## src/common/pmr_pkg.sv

```systemverilog
/*
 * pmr_pkg: register offsets, field positions, reset values, frame
 * constants, state codes and carrier structs of the management bank.
 * Assumes one clock domain; the management pins are sampled inside it.
 */
package pmr_pkg;

  // base map offsets (5-bit register address)
  localparam logic [4:0] RA_BASE_CONTROL    = 5'h00;
  localparam logic [4:0] RA_BASE_STATUS     = 5'h01;
  localparam logic [4:0] RA_IDENT_HI        = 5'h02;
  localparam logic [4:0] RA_IDENT_LO        = 5'h03;
  localparam logic [4:0] RA_AUTONEG_ADVERT  = 5'h04;
  localparam logic [4:0] RA_NEXT_PAGE_RX    = 5'h08;
  localparam logic [4:0] RA_NEXT_PAGE_TX    = 5'h07;
  localparam logic [4:0] RA_GIG_CONTROL     = 5'h09;
  localparam logic [4:0] RA_GIG_STATUS      = 5'h0A;
  localparam logic [4:0] RA_GIG_EXT_STATUS  = 5'h0F;
  localparam logic [4:0] RA_PIN_OPTION      = 5'h10;
  localparam logic [4:0] RA_CAPABILITY      = 5'h11;
  localparam logic [4:0] RA_CROSSOVER_SEL   = 5'h15;
  localparam logic [4:0] RA_INDIRECT_CTRL   = 5'h16;
  localparam logic [4:0] RA_INDIRECT_DATA   = 5'h1D;
  localparam logic [4:0] RA_INDIRECT_PTR    = 5'h1E;

  // extended map offsets
  localparam logic [15:0] XA_IRQ_STATUS_0   = 16'h810D;
  localparam logic [15:0] XA_IRQ_STATUS_1   = 16'h810E;
  localparam logic [15:0] XA_IRQ_CAUSE_0    = 16'h810F;
  localparam logic [15:0] XA_IRQ_CAUSE_1    = 16'h8110;
  localparam logic [15:0] XA_IRQ_RAW_0      = 16'h8111;
  localparam logic [15:0] XA_IRQ_RAW_1      = 16'h8112;
  localparam logic [15:0] XA_IRQ_ENABLE_0   = 16'h8113;
  localparam logic [15:0] XA_IRQ_ENABLE_1   = 16'h8114;
  localparam logic [15:0] XA_IRQ_CLEAR_0    = 16'h8115;
  localparam logic [15:0] XA_IRQ_CLEAR_1    = 16'h8116;
  localparam logic [15:0] XA_LAST_RW        = 16'h811A;
  localparam int          XRW_SLOTS         = 8;

  // base_control fields
  localparam int BC_RESET      = 15;
  localparam int BC_LOOPBACK   = 14;
  localparam int BC_SPEED0     = 13;
  localparam int BC_AN_EN      = 12;
  localparam int BC_POWER_DOWN = 11;
  localparam int BC_ISOLATE    = 10;
  localparam int BC_AN_RESTART = 9;
  localparam int BC_DUPLEX     = 8;
  localparam int BC_COL_TEST   = 7;
  localparam int BC_SPEED1     = 6;

  // base_status dynamic fields
  localparam int BS_AN_DONE    = 5;
  localparam int BS_RFAULT     = 4;
  localparam int BS_LINK       = 2;
  localparam int BS_JABBER     = 1;

  // pin_option_latch: strapped station address position
  localparam int PO_ADDR_LO    = 6;

  // reset and fixed values
  localparam logic [15:0] BASE_STATUS_FIXED  = 16'h6149;
  localparam logic [15:0] RST_AUTONEG_ADVERT = 16'h8181;
  localparam logic [15:0] RST_NEXT_PAGE_TX   = 16'hA008;
  localparam logic [15:0] RST_ZERO           = 16'h0000;

  // management frame
  localparam logic [4:0] PRE_LAST  = 5'h1F;  // 32 ones
  localparam logic [4:0] HDR_LAST  = 5'h0B;  // op + station + register
  localparam logic [4:0] TA_LAST   = 5'h01;
  localparam logic [4:0] DATA_LAST = 5'h0F;
  localparam logic [1:0] OP_READ   = 2'b10;
  localparam logic [1:0] OP_WRITE  = 2'b01;

  typedef enum logic [2:0] {
    ST_PRE   = 3'b000,
    ST_IDLE  = 3'b001,
    ST_START = 3'b011,
    ST_HDR   = 3'b010,
    ST_TA    = 3'b110,
    ST_DATA  = 3'b111
  } pmr_state_t;

  typedef struct packed {
    logic [1:0] op;
    logic [4:0] station;
    logic [4:0] reg_addr;
  } pmr_hdr_t;

  typedef struct packed {
    logic       speed0;
    logic       an_enable;
    logic       duplex;
    logic       speed1;
    logic [4:0] station;
  } pmr_strap_t;

  typedef struct packed {
    logic       loopback;
    logic       power_down;
    logic       isolate;
    logic       an_enable;
    logic       an_restart;
    logic       duplex;
    logic [1:0] speed;
    logic       col_test;
  } pmr_ctrl_t;

endpackage

```

## src/core/pmr_core.sv

```systemverilog
/*
 * pmr_core: management register bank with its serial management slave.
 * Assumes mdc/mdio/strap pins are asynchronous (two-flop synchronised),
 * event inputs come from logic on the same clock, and mdc is much
 * slower than clock (at least four clock periods per mdc phase).
 */
// Functional notes
// - base_control at 0x00 decoded, readable and writable.
// - base_status at 0x01 read-only; writes change nothing.
// - ident_hi/ident_lo at 0x02/0x03 read-only fixed identity.
// - auto-negotiation registers 0x04 to 0x08 readable and writable.
// - gig_control 0x09 writable; gig_status 0x0A, gig_ext_status 0x0F read-only.
// - irq status, cause, raw cause pairs 0x810D-0x8112 read-only.
// - irq_enable pair at 0x8113/0x8114 readable and writable.
// - irq_clear pair at 0x8115/0x8116 readable and writable.
// - latched bits set on event, hold until their register is read.
// - self-clearing bits set by a write; reset drops next cycle, restart on an_restart_done.
// - fixed bits always read default; writes ignored.
// - strap bits take reset value from pin level sampled in reset.
// - management frames answered even while isolate is set.
`timescale 1ns/1ps
`default_nettype none

module pmr_core
  import pmr_pkg::*;
#(
  parameter logic [15:0] ID_HI          = 16'h0A5C,  // arbitrary value
  parameter logic [15:0] ID_LO          = 16'h5C31,  // arbitrary value
  parameter logic [15:0] GIG_EXT_STATUS = 16'h3000,
  parameter logic [15:0] CAPABILITY     = 16'h0000
) (
  input  wire logic        clock,
  input  wire logic        sys_rst,
  input  wire logic        mdc,
  input  wire logic        mdio_in,
  output logic             mdio_out,
  output logic             mdio_oe,
  input  wire pmr_strap_t  strap_pins,
  input  wire logic        link_up,
  input  wire logic        an_complete,
  input  wire logic        remote_fault,
  input  wire logic        jabber,
  input  wire logic        an_restart_done,
  input  wire logic [15:0] gig_status_in,
  input  wire logic [31:0] irq_event,
  output pmr_ctrl_t        ctrl_out,
  output logic             soft_reset,
  output logic [4:0]       station_addr,
  output logic [15:0]      crossover_out,
  output logic [31:0]      irq_active
);

  // pin synchronisers
  logic       mdc_s1_reg, mdc_s2_reg, mdc_d_reg;
  logic       mdio_s1_reg, mdio_s2_reg;
  pmr_strap_t strap_s1_reg, strap_s2_reg, strap_reg;

  // frame engine
  pmr_state_t state_reg, state_next;
  logic [4:0]  cnt_reg, cnt_next;
  logic [10:0] hdr_sr_reg;
  pmr_hdr_t    hdr_reg;
  logic        hit_reg;
  logic [15:0] sr_reg;
  logic        mdio_out_reg, mdio_oe_reg;

  // register storage
  logic [15:0] base_rw_reg [32];
  logic [15:0] ext_rw_reg [XRW_SLOTS];
  logic [31:0] cause_reg;
  logic        link_lat_reg, jab_lat_reg, rf_lat_reg;

  // decode wires
  logic        mdc_rise, bit_in;
  pmr_hdr_t    hdr_now;
  logic        op_ok, rd_take, wr_take, in_hdr_end;
  logic [15:0] wr_data, rd_data, ext_rd, ptr;
  logic [4:0]  wr_addr;
  logic        bank_rst, ext_rw_hit, status_read;
  logic [2:0]  ext_slot;
  pmr_strap_t  strap_src;
  logic [31:0] cause_clr;

  // writable base offsets; everything else drops writes
  function automatic logic base_writable(input logic [4:0] a);
    return (a == RA_BASE_CONTROL) ||
           (a >= RA_AUTONEG_ADVERT && a <= RA_GIG_CONTROL) ||
           (a == RA_PIN_OPTION) || (a == RA_CROSSOVER_SEL) ||
           (a == RA_INDIRECT_CTRL) || (a == RA_INDIRECT_PTR);
  endfunction

  // reset image of a base register, shared by hard and soft reset
  function automatic logic [15:0] base_default(input logic [4:0] a,
                                               input pmr_strap_t s);
    logic [15:0] v;
    v = RST_ZERO;
    unique case (a)
      RA_BASE_CONTROL:
      begin
        v[BC_SPEED0] = s.speed0;
        v[BC_AN_EN]  = s.an_enable;
        v[BC_DUPLEX] = s.duplex;
        v[BC_SPEED1] = s.speed1;
      end
      RA_AUTONEG_ADVERT: v = RST_AUTONEG_ADVERT;
      RA_NEXT_PAGE_TX:   v = RST_NEXT_PAGE_TX;
      RA_PIN_OPTION:     v[PO_ADDR_LO +: 5] = s.station;
      default:           v = RST_ZERO;
    endcase
    return v;
  endfunction

  // pin synchronisers; first stage feeds only the second
  always_ff @(posedge clock)
  begin
    mdc_s1_reg   <= mdc;
    mdc_s2_reg   <= mdc_s1_reg;
    mdc_d_reg    <= mdc_s2_reg;
    mdio_s1_reg  <= mdio_in;
    mdio_s2_reg  <= mdio_s1_reg;
    strap_s1_reg <= strap_pins;
    strap_s2_reg <= strap_s1_reg;
  end

  always_ff @(posedge clock)
  begin
    if (sys_rst)
      strap_reg <= strap_s2_reg;
  end

  // frame decode
  assign mdc_rise   = mdc_s2_reg & ~mdc_d_reg;
  assign bit_in     = mdio_s2_reg;
  assign hdr_now    = {hdr_sr_reg, bit_in};
  assign op_ok      = (hdr_now.op == OP_READ) || (hdr_now.op == OP_WRITE);
  assign in_hdr_end = mdc_rise && (state_reg == ST_HDR) && (cnt_reg == HDR_LAST);
  assign rd_take    = in_hdr_end && (hdr_now.op == OP_READ) &&
                      (hdr_now.station == strap_reg.station);
  assign wr_take    = mdc_rise && (state_reg == ST_DATA) && (cnt_reg == DATA_LAST) &&
                      (hdr_reg.op == OP_WRITE) && hit_reg;
  assign wr_data    = {sr_reg[14:0], bit_in};
  assign wr_addr    = hdr_reg.reg_addr;

  // next state of the frame engine
  always_comb
  begin
    state_next = state_reg;
    cnt_next   = cnt_reg;
    if (mdc_rise)
    begin
      unique case (state_reg)
        ST_PRE:
        begin
          cnt_next = bit_in ? cnt_reg + 5'h01 : 5'h00;
          if (bit_in && cnt_reg == PRE_LAST)
            state_next = ST_IDLE;
        end
        // preamble suppressed once synchronised
        ST_IDLE:  if (!bit_in) state_next = ST_START;
        ST_START:
        begin
          cnt_next   = 5'h00;
          state_next = bit_in ? ST_HDR : ST_PRE;
        end
        ST_HDR:
        begin
          cnt_next = cnt_reg + 5'h01;
          if (cnt_reg == HDR_LAST)
          begin
            cnt_next   = 5'h00;
            state_next = op_ok ? ST_TA : ST_PRE;  // bad opcode: resync
          end
        end
        ST_TA:
        begin
          cnt_next = cnt_reg + 5'h01;
          // write turnaround must be 1 then 0
          if (hdr_reg.op == OP_WRITE && bit_in == (cnt_reg == TA_LAST))
            state_next = ST_PRE;
          else if (cnt_reg == TA_LAST)
          begin
            cnt_next   = 5'h00;
            state_next = ST_DATA;
          end
        end
        ST_DATA:
        begin
          cnt_next = cnt_reg + 5'h01;
          if (cnt_reg == DATA_LAST)
            state_next = ST_IDLE;
        end
        default:
        begin
          cnt_next   = 5'h00;
          state_next = ST_PRE;
        end
      endcase
    end
  end

  // frame engine state
  always_ff @(posedge clock)
  begin
    if (sys_rst)
    begin
      state_reg <= ST_PRE;
      cnt_reg   <= 5'h00;
    end
    else
    begin
      state_reg <= state_next;
      cnt_reg   <= cnt_next;
    end
  end

  // header shift and latch
  always_ff @(posedge clock)
  begin
    if (sys_rst)
    begin
      hdr_sr_reg <= 11'h000;
      hdr_reg    <= '0;
      hit_reg    <= 1'b0;
    end
    else if (mdc_rise && state_reg == ST_HDR)
    begin
      hdr_sr_reg <= hdr_now[10:0];
      if (cnt_reg == HDR_LAST)
      begin
        hdr_reg <= hdr_now;
        hit_reg <= hdr_now.station == strap_reg.station;
      end
    end
  end

  // data shifter and pin drive; read data loaded at header end
  always_ff @(posedge clock)
  begin
    if (sys_rst)
    begin
      sr_reg       <= 16'h0000;
      mdio_out_reg <= 1'b0;
      mdio_oe_reg  <= 1'b0;
    end
    else if (rd_take)
      sr_reg <= rd_data;
    else if (mdc_rise)
    begin
      if (state_reg == ST_TA && hdr_reg.op == OP_READ && hit_reg && cnt_reg != TA_LAST)
      begin
        mdio_oe_reg  <= 1'b1;  // second turnaround bit driven low
        mdio_out_reg <= 1'b0;
      end
      else if (mdio_oe_reg && !(state_reg == ST_DATA && cnt_reg == DATA_LAST))
      begin
        mdio_out_reg <= sr_reg[15];
        sr_reg       <= {sr_reg[14:0], 1'b0};
      end
      else
      begin
        mdio_oe_reg <= 1'b0;
        if (state_reg == ST_DATA)
          sr_reg <= {sr_reg[14:0], bit_in};
      end
    end
  end

  assign mdio_out = mdio_out_reg;
  assign mdio_oe  = mdio_oe_reg;

  assign ptr        = base_rw_reg[RA_INDIRECT_PTR];
  assign ext_rw_hit = (ptr >= XA_IRQ_ENABLE_0) && (ptr <= XA_LAST_RW);
  assign ext_slot   = 3'(ptr - XA_IRQ_ENABLE_0);

  always_comb
  begin
    ext_rd = RST_ZERO;
    if (ext_rw_hit)
      ext_rd = ext_rw_reg[ext_slot];
    else
    begin
      unique case (ptr)
        XA_IRQ_STATUS_0: ext_rd = cause_reg[15:0] & ext_rw_reg[0];
        XA_IRQ_STATUS_1: ext_rd = cause_reg[31:16] & ext_rw_reg[1];
        XA_IRQ_CAUSE_0:  ext_rd = cause_reg[15:0];
        XA_IRQ_CAUSE_1:  ext_rd = cause_reg[31:16];
        XA_IRQ_RAW_0:    ext_rd = irq_event[15:0];
        XA_IRQ_RAW_1:    ext_rd = irq_event[31:16];
        default:         ext_rd = RST_ZERO;
      endcase
    end
  end

  // base read mux
  always_comb
  begin
    rd_data = RST_ZERO;
    unique case (hdr_now.reg_addr)
      RA_BASE_STATUS:
      begin
        rd_data             = BASE_STATUS_FIXED;
        rd_data[BS_AN_DONE] = an_complete;
        rd_data[BS_RFAULT]  = rf_lat_reg;
        rd_data[BS_LINK]    = link_lat_reg;
        rd_data[BS_JABBER]  = jab_lat_reg;
      end
      RA_IDENT_HI:       rd_data = ID_HI;
      RA_IDENT_LO:       rd_data = ID_LO;
      RA_GIG_STATUS:     rd_data = gig_status_in;
      RA_GIG_EXT_STATUS: rd_data = GIG_EXT_STATUS;
      RA_CAPABILITY:     rd_data = CAPABILITY;
      RA_INDIRECT_DATA:  rd_data = ext_rd;
      default:
        rd_data = base_writable(hdr_now.reg_addr) ? base_rw_reg[hdr_now.reg_addr] : RST_ZERO;
    endcase
  end

  // hard reset or the self-clearing reset bit
  assign bank_rst  = sys_rst | base_rw_reg[RA_BASE_CONTROL][BC_RESET];
  assign strap_src = sys_rst ? strap_s2_reg : strap_reg;

  always_ff @(posedge clock)
  begin
    if (bank_rst)
    begin
      for (int i = 0; i < 32; i++)
        base_rw_reg[i] <= base_default(5'(i), strap_src);
    end
    else
    begin
      if (an_restart_done)
        base_rw_reg[RA_BASE_CONTROL][BC_AN_RESTART] <= 1'b0;
      if (wr_take && base_writable(wr_addr))
        base_rw_reg[wr_addr] <= wr_data;
    end
  end

  always_ff @(posedge clock)
  begin
    if (bank_rst)
    begin
      for (int i = 0; i < XRW_SLOTS; i++)
        ext_rw_reg[i] <= RST_ZERO;
    end
    else if (wr_take && wr_addr == RA_INDIRECT_DATA && ext_rw_hit)
      ext_rw_reg[ext_slot] <= wr_data;
  end

  assign status_read = rd_take && hdr_now.reg_addr == RA_BASE_STATUS;
  always_comb
  begin
    cause_clr = 32'h0000_0000;
    if (rd_take && hdr_now.reg_addr == RA_INDIRECT_DATA)
    begin
      if (ptr == XA_IRQ_CAUSE_0) cause_clr[15:0]  = 16'hFFFF;
      if (ptr == XA_IRQ_CAUSE_1) cause_clr[31:16] = 16'hFFFF;
    end
    if (wr_take && wr_addr == RA_INDIRECT_DATA)
    begin
      if (ptr == XA_IRQ_CLEAR_0) cause_clr[15:0]  = wr_data;
      if (ptr == XA_IRQ_CLEAR_1) cause_clr[31:16] = wr_data;
    end
  end

  // sticky causes; a new event beats the clear
  always_ff @(posedge clock)
  begin
    if (sys_rst)
      cause_reg <= 32'h0000_0000;
    else
      cause_reg <= (cause_reg & ~cause_clr) | irq_event;
  end

  // latched status bits, refreshed from live levels on read
  always_ff @(posedge clock)
  begin
    if (sys_rst)
    begin
      link_lat_reg <= 1'b0;
      jab_lat_reg  <= 1'b0;
      rf_lat_reg   <= 1'b0;
    end
    else if (status_read)
    begin
      link_lat_reg <= link_up;
      jab_lat_reg  <= jabber;
      rf_lat_reg   <= remote_fault;
    end
    else
    begin
      link_lat_reg <= link_lat_reg & link_up;  // holds a link drop
      jab_lat_reg  <= jab_lat_reg | jabber;
      rf_lat_reg   <= rf_lat_reg | remote_fault;
    end
  end

  // control outputs straight from stored bits
  assign ctrl_out.loopback   = base_rw_reg[RA_BASE_CONTROL][BC_LOOPBACK];
  assign ctrl_out.power_down = base_rw_reg[RA_BASE_CONTROL][BC_POWER_DOWN];
  assign ctrl_out.isolate    = base_rw_reg[RA_BASE_CONTROL][BC_ISOLATE];
  assign ctrl_out.an_enable  = base_rw_reg[RA_BASE_CONTROL][BC_AN_EN];
  assign ctrl_out.an_restart = base_rw_reg[RA_BASE_CONTROL][BC_AN_RESTART];
  assign ctrl_out.duplex     = base_rw_reg[RA_BASE_CONTROL][BC_DUPLEX];
  assign ctrl_out.speed      = {base_rw_reg[RA_BASE_CONTROL][BC_SPEED1],
                                base_rw_reg[RA_BASE_CONTROL][BC_SPEED0]};
  assign ctrl_out.col_test   = base_rw_reg[RA_BASE_CONTROL][BC_COL_TEST];
  // reset bit is high one cycle
  assign soft_reset          = base_rw_reg[RA_BASE_CONTROL][BC_RESET];
  assign station_addr        = strap_reg.station;
  assign crossover_out       = base_rw_reg[RA_CROSSOVER_SEL];
  assign irq_active          = cause_reg & {ext_rw_reg[1], ext_rw_reg[0]};

endmodule // pmr_core

`default_nettype wire

```

## config.mk

```make
export PLATFORM = sky130hd
export DESIGN_NAME = pmr_core
export DESIGN_NICKNAME = d
export VERILOG_FILES = /design/src/common/pmr_pkg.sv /design/src/core/pmr_core.sv
export SDC_FILE = /design/constraint.sdc
export NUM_CORES = 1
export LEC_CHECK = 0
export BUFFER_PORTS_ARGS = -buffer_cell sky130_fd_sc_hd__buf_2
export CORE_MARGIN = 2
export CORE_UTILIZATION = 59
export CTS_BUF_LIST = sky130_fd_sc_hd__clkbuf_4 sky130_fd_sc_hd__clkbuf_8 sky130_fd_sc_hd__clkbuf_16
export DETAILED_ROUTE_END_ITERATION = 10
export PLACE_DENSITY = 0.74
export SLEW_MARGIN = 20
export SYNTH_ARGS = -nofsm -noshare
export SYNTH_HDL_FRONTEND = slang
export SYNTH_SLANG_ARGS = --single-unit
export TNS_END_PERCENT = 50
```

## constraint.sdc

```tcl
create_clock -name clock -period 4.36 [get_ports clock]
set_input_delay 0.218 -clock clock [delete_from_list [all_inputs] [get_ports clock]]
set_output_delay 0.218 -clock clock [all_outputs]
set_load 0.1 [all_outputs]
```

==> results.md <==
- FF-to-FF End: sr_reg[13]$_SDFFE_PP0P_
- Lkg Pwr: 14.16 nW
- Worst path required time: a little under 5 ns
- EDFF count, synth: 616
- Tmin final: ~3.7 ns
- Sequential share of the synthesized area: 64.84%
- Ys Warns: 0
- Slowest stage delay, CP: about 1.1 ns
- Worst Path Arrival: 4.14 ns
- Synth Instances: 2167
- NumNets Final: 2701
- Ys async rst share: 0%
- Seq cells post-synth: about 730
- Crit end category: flop
- First-pass GRT wire length: 131400 um
- Slew HR: ~28%
- TritonRoute pass-1 iters: 7
- Layout Skew: roughly 0.027 ns
- RSZ-0062 raised after global routing: no
- CP Launch Point: mdc_s2_reg$_DFF_P_
- Fillers: 3592
- Post-Synth Adder-Cell Area: less than 1%
- Routability cong.: slightly below 1
- DR WL/cell: between 20 and 30 um
- Final hold vios: 0
- Design area: 37510 um2
- Number of flip-flops in the largest register: 488
- H-tree depth: 3
- Critical path class: flop to flop
- Cells on worst reg2reg path: 5
- Grt ovf: 0
- PwrDens: around 420 nW/um2
- CP max FO: 28
- IO Pins: about 130
- Cell variety after synth: 83
- CTS hold repair buffers: 47
- Status: finished clean
- Count of final setup violators: 0
- Num CTS Buffers: 75
- Startpoint class of the critical path: flop
- Initial antenna violation count: 4
- Clock Path Buffers: 3
- Top-area cell type share of the netlist area: between 50% and 60%
- Total negative setup slack: 0 ns
- Ratio of cells with drive above 1 in the final layout: approximately a fifth
- GRT Util Overall: 32.21%
- Initial Util: between 50% and 60%
- Syn Area/Cell: ~15 um2
- Die height: around 240 um
- Worst-Skew Late Latency: ~0.63 ns
- Port Buf Inserts: 130
- Max Fclk: ~270 MHz
- VDD IR max: 360.7 uV
- CP max-delay cell: or4_1
- Area Growth Syn to Fin: 17.26%
- DRC violations left: 0
- Crit path capture: sr_reg[13]$_SDFFE_PP0P_
- Compound-gate portion of the synthesized area: under 10%
- Die width: roughly 240 um
- Post-Synth Simple-Gate Area: around an eighth
- Post-CTS setup buffers: 0
- Die Area: 56100 um2
- Number of diodes: 0
- Critical Path, Cell by Cell: nor2b_1 > nand3_2 > or4_1 > a2111oi_1 > a31oi_1
- Largest family of logic cells by synthesized area: multiplexers
- TritonCTS clock tree: done
- Vias in the first global route: 20440
- Hold Path Class: primary input to flop
- Most common flop cell mapped by yosys: edfxtp_1
- Area after DPL: about 34000 um2
- Final worst-path cycle share: 84.01%
- Final HPWL DP: slightly below 60000 um
- Via count: approximately 21000
- Post-Synth XOR/XNOR Area: 0.2190%
- Site Rows: 85
- RR Startpoint: mdc_s2_reg$_DFF_P_
- DR vias/cell: 6.143
- Synth area leaders: edfxtp_1 (58%), mux4_2 (11%), dfxtp_1 (7.0%)
- # resized after CTS: 0
- Max Cap Violations: 0
- Least-Margin Pin Slew: ~1.1 ns
- Post-route ant nets: 0
- Leading area contributor after synthesis: edfxtp_1
- Largest net degree at the start of global routing: a little over 90
- Reg2Reg Setup Slack: roughly 0.70 ns
- Initial drt markers: about 2900
- Final wirelength: between 80000 and 90000 um
- Mapped cell area: around 32000 um2
- Multiplexer share of the synthesized area: approximately an eighth
- Max-slew violations: 0
- Root Buffer: clkbuf_16
- CTS clk-pin slew, worst paths: 0.06 ns
- Total clock sinks: about 730
- Core ar.: about 54000 um2
[how the worst min path moves through the flow]
stage	from	to	slack [ns]	cells past startpoint
2_1_floorplan	mdc	mdc_s1_reg$_DFF_P_	0.25	0
3_3_place_gp	strap_s1_reg[8]$_DFF_P_	strap_s2_reg[8]$_DFF_P_	0.32	0
3_5_place_dp	strap_s1_reg[4]$_DFF_P_	strap_s2_reg[4]$_DFF_P_	0.31	0
4_1_cts	an_restart_done	base_rw_reg[0][9]$_SDFFCE_PN0P_	0.01	2
5_1_grt	an_restart_done	base_rw_reg[0][9]$_SDFFCE_PN0P_	0.02	2
6_report	an_restart_done	base_rw_reg[0][9]$_SDFFCE_PN0P_	0.07	2
[power breakdown]
part           internal (mW)  switching (mW)
logic                  0.371           0.740
registers               7.94           0.160
clock network           4.00            2.72
total                   12.3            3.62
[through the flow]
stage / instances / hold WS (ns) / worst slack (ns) / power [mW] / utilization [%]
3_3_place_gp: 3197 / 0.3155 / 0.7933 / 9.254 / 64.14
4_1_cts: 3381 / 0.01249 / 0.6846 / 15.96 / 69.84
5_1_grt: 3381 / 0.02060 / 0.3513 / 16.32 / 69.84
2_1_floorplan: 2478 / 0.2457 / 0.4635 / 8.924 / -
6_report: 3381 / 0.06611 / 0.6971 / 15.93 / 69.84
3_5_place_dp: 3198 / 0.3143 / 0.7106 / 9.291 / 64.16
[cells in the mapped netlist (9+ instances only)]
cell	n
a211o_1	9
a21oi_1	66
a222oi_1	13
a22o_1	11
a22oi_1	27
a31o_2	13
a31oi_1	43
and2_1	288
buf_1	12
buf_2	41
buf_4	20
clkbuf_1	105
dfxtp_1	112
edfxtp_1	616
ha_1	9
inv_1	43
mux2_2	14
mux2i_1	36
mux4_2	152
nand2_1	120
nand2b_1	21
nand3_1	32
nor2_1	112
nor2b_1	11
nor3_1	25
nor4_1	20
o21ai_0	27
or3_1	11
[critical path: cells and delay by family, from the launching register on]
| kind | cells | cell delay [ns] |
|---|---|---|
| flops | 1 | 0.35 |
| compound gates | 2 | 0.76 |
| simple gates | 3 | 2.40 |
[layout make-up]
cell class,instances,area (um2),share of cell area [%]
multi-input combinational,1518,11380,30.35
timing repair buffer,258,1757,4.683
clock buffer,98,2132,5.684
sequential,728,20750,55.32
inverter,45,168.9,0.4503
clock inverter,38,446.7,1.191
tap,696,870.8,2.322
[cell usage in the layout, fill, tap and decap left out, types with 9 or more instances in the layout]
cell type / count
nand2b_1: 21
a21oi_1: 66
or3_1: 11
nor2b_1: 11
a211o_1: 9
clkinv_2: 11
clkbuf_16: 79
bufinv_16: 9
dfxtp_1: 107
nor3_1: 25
conb_1: 312
nor4_1: 17
a22oi_1: 27
buf_4: 80
a222oi_1: 13
nand3_1: 32
ha_1: 9
a22o_1: 11
clkinv_1: 13
edfxtp_1: 616
a31o_2: 13
nand2_1: 120
dlygate4sd3_1: 47
nor2_1: 110
a31oi_1: 43
clkbuf_4: 17
mux2i_1: 36
mux4_2: 152
o21ai_0: 17
o21ai_1: 10
mux2_2: 14
and2_1: 288
buf_2: 129
inv_1: 43
[logic make-up after synthesis]
family	after synthesis
and+or+nand+nor	696
muxes	212
xor gates and xnor gates	8
adders and majority gates	9
other	1
AOI/OAI and AO/OA	281
DFF	728
buffers and inverters	232
[routing by layer]
layer  GRT usage, %  share of wire [%]
met1          46.85                 38
met3          8.079                 13
met2          47.58                 45
met5              0              0.032
met4          12.04                4.1
Power figures use the tool's default switching activity.
